$ cat config.mk
export PLATFORM = sky130hd
export DESIGN_NAME = itr_router
export DESIGN_NICKNAME = d
export VERILOG_FILES = /design/src/itr_resp_timer.v /design/src/itr_router.v
export VERILOG_INCLUDE_DIRS = /design/src
export SDC_FILE = /design/constraint.sdc
export NUM_CORES = 1
export LEC_CHECK = 0
export BUFFER_PORTS_ARGS = -buffer_cell sky130_fd_sc_hd__buf_4
export CAP_MARGIN = 15
export CELL_PAD_IN_SITES_DETAIL_PLACEMENT = 0
export CELL_PAD_IN_SITES_GLOBAL_PLACEMENT = 1
export CORE_MARGIN = 2
export CORE_UTILIZATION = 44
export DETAILED_ROUTE_END_ITERATION = 16
export PLACE_DENSITY_LB_ADDON = 0.3
export SYNTH_ARGS = -nofsm -noshare
export SYNTH_HDL_FRONTEND = slang
export SYNTH_SLANG_ARGS = --single-unit
export TNS_END_PERCENT = 50
$ cat constraint.sdc
create_clock -name hclk -period 5 [get_ports hclk]
set_clock_uncertainty 0.1 [all_clocks]
set_input_delay 1 -clock hclk [delete_from_list [all_inputs] [get_ports hclk]]
set_output_delay 1 -clock hclk [all_outputs]
set_load 0.1 [all_outputs]
$ cat src/itr_map.vh
// register offsets, field layout and timing constants of the request router
`ifndef ITR_MAP_VH
`define ITR_MAP_VH
`define ITR_NSRC 8
`define ITR_OFF_DTE 8'h00
`define ITR_OFF_CPU_INTERRUPT_SELECT_BIT 8'h04
`define ITR_OFF_FLAG 8'h08
`define ITR_OFF_FCLR 8'h0c
`define ITR_OFF_STAT 8'h10
`define ITR_OFF_SCLR 8'h14
`define ITR_OFF_IEN 8'h18
`define ITR_OFF_EXT 8'h1c
`define ITR_OFF_RESP 8'h20
`define ITR_RST_BYTE 8'h00
`define ITR_RST_WORD 32'h0000_0000
`define ITR_EV_XEND 0
`define ITR_EV_CPUREQ 1
`define ITR_EV_NUM 2
`define ITR_MIN_PERIPH 4'ha
`define ITR_MIN_EXT 4'hc
`define ITR_MAX_PERIPH 4'hc
`define ITR_MAX_EXT 4'hd
`define ITR_CNT_W 8
`define ITR_ONE_CNT 8'h01
`define ITR_ZERO_CNT 8'h00
`define ITR_HTRANS_NONSEQ_BIT 1
`define ITR_HSIZE_WORD 3'h2
`endif

$ cat src/itr_resp_timer.v
// response timer: holds the cpu request for the documented least number of states
`timescale 1ns/10ps
`include "itr_map.vh"
module itr_resp_timer (
	input wire hclk,
	input wire hresetn,
	input wire req_in,
	input wire is_ext,
	output reg req_out,
	output reg [7:0] last_lat
);
	reg [7:0] cnt_r;
	reg busy_r;
	wire [7:0] min_states;
	// least response time depends on source kind
	assign min_states = is_ext ? {4'h0, `ITR_MIN_EXT} : {4'h0, `ITR_MIN_PERIPH};
	// count states from request until the request is presented to the cpu
	always @(posedge hclk or negedge hresetn) begin
		if (!hresetn) begin
			cnt_r <= `ITR_ZERO_CNT;
			busy_r <= 1'b0;
			req_out <= 1'b0;
			last_lat <= `ITR_ZERO_CNT;
		end else if (!req_in) begin
			cnt_r <= `ITR_ZERO_CNT;
			busy_r <= 1'b0;
			req_out <= 1'b0;
		end else if (!busy_r) begin
			busy_r <= 1'b1;
			cnt_r <= `ITR_ONE_CNT;
		end else if (!req_out) begin
			cnt_r <= cnt_r + `ITR_ONE_CNT;
			if (cnt_r + `ITR_ONE_CNT >= min_states) begin
				req_out <= 1'b1;
				last_lat <= cnt_r + `ITR_ONE_CNT;
			end
		end
	end
endmodule // itr_resp_timer

$ cat src/itr_router.v
// interrupt and transfer request router with ahb-lite register slave
//
// The implementer's own choices: the AHB-Lite slave port and the register offsets.
`timescale 1ns/10ps
`include "itr_map.vh"

module itr_router (
	input wire hclk,
	input wire hresetn,
	input wire hsel,
	input wire [7:0] haddr,
	input wire [1:0] htrans,
	input wire hwrite,
	input wire [2:0] hsize,
	input wire [31:0] hwdata,
	input wire hready,
	output reg [31:0] hrdata,
	output wire hreadyout,
	output wire hresp,
	input wire [7:0] src_event,
	input wire [7:0] ext_pin,
	input wire xfer_end,
	input wire [2:0] xfer_src,
	input wire cnt_zero,
	output reg [7:0] xfer_req,
	output wire cpu_irq,
	output wire [7:0] cpu_src,
	output wire irq
);
	// control bits, source flags and status
	reg [7:0] dte_r;
	reg [7:0] cpu_interrupt_select_bit_r;
	reg [7:0] flag_r;
	reg [7:0] ext_r;
	reg [1:0] stat_r;
	reg [1:0] ien_r;

	// pin synchronisers and edge history
	reg [7:0] pin_s1_r;
	reg [7:0] pin_s2_r;
	reg [7:0] pin_d_r;
	reg [7:0] src_d_r;

	// registered address phase
	reg wr_r;
	reg [7:0] wa_r;
	reg rd_r;
	reg [7:0] ra_r;

	// next-state and decode terms
	reg [7:0] dte_nxt;
	reg [7:0] flag_nxt;
	reg [7:0] end_hot;
	reg clr_term;
	reg [31:0] rd_nxt;

	// combinational routing terms
	wire [7:0] pin_rise;
	wire [7:0] new_ev;
	wire [7:0] cpu_pend;
	wire any_cpu;
	wire any_ext;
	wire timed_req;
	wire [7:0] lat;
	wire acc;
	// per-register write strobes of the data phase
	wire wr_dte;
	wire wr_cpu_interrupt_select_bit;
	wire wr_fclr;
	wire wr_sclr;
	wire wr_ien;
	wire wr_ext;
	integer i;

	// one-hot decode of a source index
	function [7:0] onehot;
		input [2:0] idx;
		begin
			onehot = 8'h01 << idx;
		end
	endfunction

	// offset compare used by both write and read paths
	function hit;
		input [7:0] a;
		input [7:0] off;
		begin
			hit = (a == off);
		end
	endfunction

	// external pins pass two flops before edge detection
	always @(posedge hclk or negedge hresetn) begin
		if (!hresetn) begin
			pin_s1_r <= `ITR_RST_BYTE;
			pin_s2_r <= `ITR_RST_BYTE;
			pin_d_r <= `ITR_RST_BYTE;
			src_d_r <= `ITR_RST_BYTE;
		end else begin
			pin_s1_r <= ext_pin;
			pin_s2_r <= pin_s1_r;
			pin_d_r <= pin_s2_r;
			src_d_r <= src_event;
		end
	end

	// rising edge of the synchronised pins
	assign pin_rise = pin_s2_r & ~pin_d_r;
	// rising peripheral events and pin edges set source flags
	assign new_ev = (src_event & ~src_d_r) | (pin_rise & ext_r);

	// ahb address phase capture
	assign acc = hsel & hready & htrans[`ITR_HTRANS_NONSEQ_BIT];
	always @(posedge hclk or negedge hresetn) begin
		if (!hresetn) begin
			wr_r <= 1'b0;
			rd_r <= 1'b0;
			wa_r <= `ITR_RST_BYTE;
			ra_r <= `ITR_RST_BYTE;
		end else begin
			wr_r <= acc & hwrite;
			rd_r <= acc & ~hwrite;
			wa_r <= haddr;
			ra_r <= haddr;
		end
	end

	// zero wait states, always an okay response
	assign hreadyout = 1'b1;
	assign hresp = 1'b0;

	// write strobes decoded once for all writable registers; flag, status and response have none
	assign wr_dte = wr_r & hit(wa_r, `ITR_OFF_DTE);
	assign wr_cpu_interrupt_select_bit = wr_r & hit(wa_r, `ITR_OFF_CPU_INTERRUPT_SELECT_BIT);
	assign wr_fclr = wr_r & hit(wa_r, `ITR_OFF_FCLR);
	assign wr_sclr = wr_r & hit(wa_r, `ITR_OFF_SCLR);
	assign wr_ien = wr_r & hit(wa_r, `ITR_OFF_IEN);
	assign wr_ext = wr_r & hit(wa_r, `ITR_OFF_EXT);

	// enable clear term and end-of-transfer decode
	always @* begin
		end_hot = xfer_end ? onehot(xfer_src) : `ITR_RST_BYTE;
		clr_term = cpu_interrupt_select_bit_r[xfer_src] | cnt_zero;
		dte_nxt = dte_r;
		flag_nxt = flag_r;
		// software writes first, hardware events win afterwards
		if (wr_dte) begin
			dte_nxt = hwdata[7:0];
		end
		if (wr_fclr) begin
			flag_nxt = flag_nxt & ~hwdata[7:0];
		end
		if (clr_term) begin
			dte_nxt = dte_nxt & ~end_hot;
		end else begin
			flag_nxt = flag_nxt & ~end_hot;
		end
		// flag stays set in combined mode; new events win over clears
		flag_nxt = flag_nxt | new_ev;
	end

	// control registers and source flags
	always @(posedge hclk or negedge hresetn) begin
		if (!hresetn) begin
			dte_r <= `ITR_RST_BYTE;
			cpu_interrupt_select_bit_r <= `ITR_RST_BYTE;
			flag_r <= `ITR_RST_BYTE;
			ext_r <= `ITR_RST_BYTE;
			ien_r <= {`ITR_EV_NUM{1'b0}};
		end else begin
			dte_r <= dte_nxt;
			flag_r <= flag_nxt;
			if (wr_cpu_interrupt_select_bit) begin
				cpu_interrupt_select_bit_r <= hwdata[7:0];
			end
			if (wr_ext) begin
				ext_r <= hwdata[7:0];
			end
			if (wr_ien) begin
				ien_r <= hwdata[`ITR_EV_NUM-1:0];
			end
		end
	end

	// activation requests to the transfer controller, one per source
	genvar g;
	generate
		for (g = 0; g < `ITR_NSRC; g = g + 1) begin : g_req
			always @(posedge hclk or negedge hresetn) begin
				if (!hresetn) begin
					xfer_req[g] <= 1'b0;
				end else begin
					xfer_req[g] <= flag_nxt[g] & dte_nxt[g];
				end
			end
		end
	endgenerate

	// cpu path masked while the enable bit is armed
	assign cpu_pend = flag_r & ~dte_r;
	assign cpu_src = cpu_pend;
	assign any_cpu = |cpu_pend;
	assign any_ext = |(cpu_pend & ext_r);

	// response timing towards the cpu; longer waits belong to the cpu side
	itr_resp_timer u_timer (
		.hclk(hclk),
		.hresetn(hresetn),
		.req_in(any_cpu),
		.is_ext(any_ext),
		.req_out(timed_req),
		.last_lat(lat)
	);
	assign cpu_irq = timed_req;

	// sticky status: transfer end and cpu request raised
	always @(posedge hclk or negedge hresetn) begin
		if (!hresetn) begin
			stat_r <= {`ITR_EV_NUM{1'b0}};
		end else begin
			// clears first so a same-cycle set wins
			for (i = 0; i < `ITR_EV_NUM; i = i + 1) begin
				if (wr_sclr && hwdata[i]) begin
					stat_r[i] <= 1'b0;
				end
			end
			if (xfer_end) begin
				stat_r[`ITR_EV_XEND] <= 1'b1;
			end
			if (timed_req) begin
				stat_r[`ITR_EV_CPUREQ] <= 1'b1;
			end
		end
	end

	// level interrupt while an enabled status bit is set
	assign irq = |(stat_r & ien_r);

	// read mux in data phase
	always @* begin
		rd_nxt = `ITR_RST_WORD;
		if (hit(ra_r, `ITR_OFF_DTE)) begin
			rd_nxt[7:0] = dte_r;
		end else if (hit(ra_r, `ITR_OFF_CPU_INTERRUPT_SELECT_BIT)) begin
			rd_nxt[7:0] = cpu_interrupt_select_bit_r;
		end else if (hit(ra_r, `ITR_OFF_FLAG)) begin
			rd_nxt[7:0] = flag_r;
		end else if (hit(ra_r, `ITR_OFF_STAT)) begin
			rd_nxt[`ITR_EV_NUM-1:0] = stat_r;
		end else if (hit(ra_r, `ITR_OFF_IEN)) begin
			rd_nxt[`ITR_EV_NUM-1:0] = ien_r;
		end else if (hit(ra_r, `ITR_OFF_EXT)) begin
			rd_nxt[7:0] = ext_r;
		end else if (hit(ra_r, `ITR_OFF_RESP)) begin
			rd_nxt[7:0] = lat;
		end
	end

	// read data only in a read data phase
	always @* begin
		hrdata = rd_r ? rd_nxt : `ITR_RST_WORD;
	end
endmodule // itr_router

# == After elaboration in Yosys (flattened, before gate mapping) ==
# Cells that the tools add are included.
# totals
out_inout_bits,52
reg_bits,104
elab_cells,116
# op_classes
n_bitwise,37
n_reduce_logical,9
mux,30
addsub,1
order_cmp,2
shift,1
eq_ne,10
# ops
op,n
$mux 8,14
$and 8x8->8,8
$not 8->8,5
$eq 8x5->1 const B,4
$and 1x1->1,18
$eq 8x4->1 const B,2
$or 8x8->8,2
$reduce_or 8->1,2
$mux 6,2
$mux 1,10
$add 8x1->8 const B,1
$eq 8x3->1 const B,1
$eq 8x6->1 const B,1
$ge 8x8->1,1
$logic_not 8->1,1
$shl 1x3->8 const A,1
$lt 3x4->1 const B,1
$mux 2,2
$reduce_and 4->1,1
$reduce_bool 2->1,2
$bmux 1 s3,1
$mux 3,1
$ne 3x3->1 const B,1
$and 2x2->2,1
other kinds (5),7

# == Depth between registers and ports, before layout ==
# depth
word_depth,10
ltp_mapped,7

# == Hierarchy ==
# From an unflattened synthesis, not the netlist that was laid out.
# hier_totals
hier_cells,463
area_unflattened_um2,5102.4
# by_module_without_submodules
module,seq_area_each_um2,area_each_um2,instances,cells_each
itr_router,2152.1,4062.6,1,365
itr_resp_timer,450.4,1039.7,1,98

# == Least setup slack after synthesis ==
# Ideal clock, no wire load.
# synth_path
kind,register to output
start,register ra_r[7]
end,output port hrdata[0]
path_stages_with_launch,7
arrival_time_ns,2.754
required_ns,3.900
path_slack_ns,1.146
cell_sequence,dfrtp_1 > nor3_1 > and4_1 > clkbuf_1 > a21oi_1 > o32a_1 > nor2_1
# synth_via
elab_chain_len,9
elab_cells_between_ends,15
# synth_rtl
item,line,text
from (decl),itr_router.v:48,reg [7:0] ra_r;
from (signal assigned),itr_router.v:119,ra_r <= `ITR_RST_BYTE;
from (signal assigned),itr_router.v:124,ra_r <= haddr;
$eq 8x6->1,itr_router.v:88,hit = (a == off);
$mux 8,itr_router.v:254,"end else if (hit(ra_r, `ITR_OFF_RESP)) begin"
$mux 8,itr_router.v:252,"end else if (hit(ra_r, `ITR_OFF_EXT)) begin"
$mux 2,itr_router.v:250,"end else if (hit(ra_r, `ITR_OFF_IEN)) begin"
$mux 2,itr_router.v:248,"end else if (hit(ra_r, `ITR_OFF_STAT)) begin"
$mux 8,itr_router.v:246,"end else if (hit(ra_r, `ITR_OFF_FLAG)) begin"
$mux 8,itr_router.v:244,"end else if (hit(ra_r, `ITR_OFF_CPU_INTERRUPT_SELECT_BIT)) begin"
$mux 8 (*),itr_router.v:242,"if (hit(ra_r, `ITR_OFF_DTE)) begin"
$mux 8 (no source line) (*),--,
to (decl),itr_router.v:17,"output reg [31:0] hrdata,"
# Mark *: on every way between the ends. The rest lies on a longest branch, timed or not.

# == Worst setup path in the final report ==
# layout_path
start,register ra_r[3]
end,output port hrdata[4]
# layout_via
elab_chain_len,9
elab_cells_between_ends,15
# layout_rtl
item,line
$eq 8x6->1,itr_router.v:88
$mux 8,itr_router.v:254
$mux 8,itr_router.v:252
$mux 6,itr_router.v:250
$mux 6,itr_router.v:248
$mux 8,itr_router.v:246
$mux 8,itr_router.v:244
$mux 8 (*),itr_router.v:242
$mux 8 (no source line) (*),--
# Marks and branches as above.

==> reports/results.ini <==
[layout]
drive_gt1_share_pct=23.1
nNetsFinal=603
final_area_sq_um=5800
antenna_cells=0
nFillCells=985
fin_util_pct=53.0
layout-area-overhead-vs-synth_pct=16.1

[global_routing]
grt.overflow.total=0
grt_start_max_net_pins=78
grt_pass1_vias=3515
grt_first_pass_wirelength_um=18400
antenna_found_initial=0
grt_usage_pct=19.4

[clock_tree]
cts_buffer_depth=2
cts_post_setup_buffers_inserted=0
cts_hold_repair.buffers=0
cts_made_buffers=9
cts-root-buf=clkbuf_16
clk_latency_ns=0.35
htree_num_levels=3
cts_tree=yes
cts_resized=0
path_clk_slew_ns=0.07
clock_sinks=104

[power_and_ir_drop]
ir_drop_mv=0.295
total_power_uw=2140
power_density_nw_per_um2=369
leakage_uw=0.00262

[routing]
drtAntennaViolNets=0
drcViolationCount=0
viasPerCell=5.33
drt_pass1_iterations=4
post_drt_wl_per_cell_um=17.2
wl_um=11600
vias=3605
drt_iter0_drc=193

[floorplanning]
initial_core_util_pct=45.7
die_h_um=111
die-area_sq_um=12200
pin_count=123
coreArea_sq_um=10900
die_w_um=111
placementRows=38

[synth]
syn_area_per_cell_sq_um=10.6
synth_seq_cells=104
synth_seq_area_share_pct=52.1
synth.distinct_cells=65
ys_warn_count=0
async_reset_ff_share_pct=100
synthCells=470
synth_ff_type=dfrtp_1
synth_edf_count=0
syn_area_sq_um=4990

[setup_path]
crit_path_start_kind=register
required_ns=3.90
cp-end-kind=output pin
worstSetupPathType=register to output pin
crit_fanout=24
crit_arrival_ns=2.58

[placement]
hpwl_um=8590
dpl_cell_area_sq_um=5490
port_buffers=68
place.gp.congestion=0.825

[sta]
max_freq_ghz=0.272
slew_headroom_pct=35.6
setup_tns_ns=0
rsz0062_at_grt=false
worst_slew_pin_slew_ns=0.966
post-route-period-util_pct=73.5
whs_ns=0.251
finalHoldViolCount=0
setup_viol=0
fin_crit_ns=3.68
slew_violations=0

[worst_hold_path]
hp-class=register to register

[run_status]
status=completed

[run]
maxCapViolCount=0

[cell type report]
cell class	count	area, sq um	share of cell area [%]
clock buffer	9	225	3.88
timing repair buffer	70	526	9.06
tap	140	175	3.02
sequential	104	2600	44.9
multi-input combinational	328	2120	36.5
inverter	18	67.6	1.16
clock inverter	7	85.1	1.47
[report_power, final]
group          internal [uW]  switching (uW)
logic                    137             294
registers                908            74.1
clock network            399             329
total                   1440             697
[cells by family (layout without fill, tap and decap cells)]
| logic type | after synthesis | after routing | synth area share (%) |
|---|---|---|---|
| and+or+nand+nor | 160 | 160 | 17.3 |
| DFF | 104 | 104 | 52.1 |
| AOI/OAI and AO/OA | 102 | 102 | 14.4 |
| buffers and inverters | 62 | 104 | 7.26 |
| muxes | 27 | 27 | 6.41 |
| xor gates and xnor gates | 12 | 12 | 2.10 |
| other | 2 | 26 | 0.150 |
| adders and majority gates | 1 | 1 | 0.250 |
[flip-flops by register name (all words and copies together) (netlist names)]
signal / count
pin_s2_r: 8
src_d_r: 8
u_timer.busy_r: 1
u_timer.cnt_r: 8
u_timer.last_lat: 8
dte_r: 8
u_timer.req_out: 1
wr_r: 1
ien_r: 2
ext_r: 8
flag_r: 8
ra_r: 8
pin_s1_r: 8
xfer_req: 8
stat_r: 2
cpu_interrupt_select_bit_r: 8
pin_d_r: 8
rd_r: 1
[per-layer routing]
| layer | vias up | track usage, % | wire length, um |
|---|---|---|---|
| met1 | 1758 | 26.0 | 5300 |
| met4 | 0 | 6.42 | 193 |
| met5 | - | 0 | 0 |
| met3 | 17 | 5.10 | 651 |
| met2 | 105 | 30.7 | 5490 |
| li1 | 1725 | - | - |
[metrics by stage]
step | setup WS [ns] | cells
2_1_floorplan | 1.15 | 494
4_1_cts | 1.30 | 676
3_3_place_gp | 1.72 | 660
3_5_place_dp | 1.69 | 660
5_1_grt | 1.16 | 676
6_report | 1.32 | 676
[worst max-delay path, stage by stage (launching register included)]
cell and delay, ns:
dfrtp_1 0.66, nor4b_2 0.75, a22oi_1 0.16, nor2_1 0.14
o221a_2 0.22, buf_4 0.29
[final timing paths]
| kind | from | end | slack [ns] | cells past startpoint |
|---|---|---|---|---|
| hold reg to reg | pin_s1_r[6] | pin_s2_r[6] | 0.25 | 0 |
| setup reg to reg | ra_r[2] | xfer_req[1] | 2.41 | 5 |
| min in group asynchronous | hresetn | ra_r[2] | 0.70 | 1 |
| setup / recovery | ra_r[3] | hrdata[4] | 1.32 | 5 |
| max in group asynchronous | hresetn | pin_s1_r[6] | 3.18 | 2 |
| hold / removal | pin_s1_r[6] | pin_s2_r[6] | 0.25 | 0 |
[synthesized netlist by cell type (4+ instances only)]
cell type  count  area, sq um
nand2_1       35          131
nor3_1         6         30.0
nand4_1        4         25.0
o21ai_1        7         35.0
inv_1         18         67.6
xnor2_1        8         70.1
o21ai_0       19         95.1
o221a_2        6         67.6
a221oi_1       6         52.6
buf_4         26          195
dfrtp_1      104         2600
mux2_2        12          135
nand2b_1      19          119
nor4_1         4         25.0
nand3b_1       9         67.6
nor2_1        39          146
nand3_1       11         55.1
xor2_1         4         35.0
a31oi_1        4         25.0
a21boi_0       8         60.1
clkbuf_1       6         22.5
a22o_2         4         40.0
nor2b_1       14         87.6
mux2i_1       11          110
a22oi_1        6         45.0
a21oi_1       23          115
[placed cells by master, fill, tap and decap left out, drive strengths merged, types with 15 or more instances in the layout]
master  Yosys  routed
a21oi      23      23
buf        35      70
conb        2      26
dfrtp     104     104
inv        18      22
nand2      35      35
nand2b     19      19
nor2       39      39
nor2b      15      15
o21ai      26      26
Note: power is estimated with default switching activity, not from simulation.
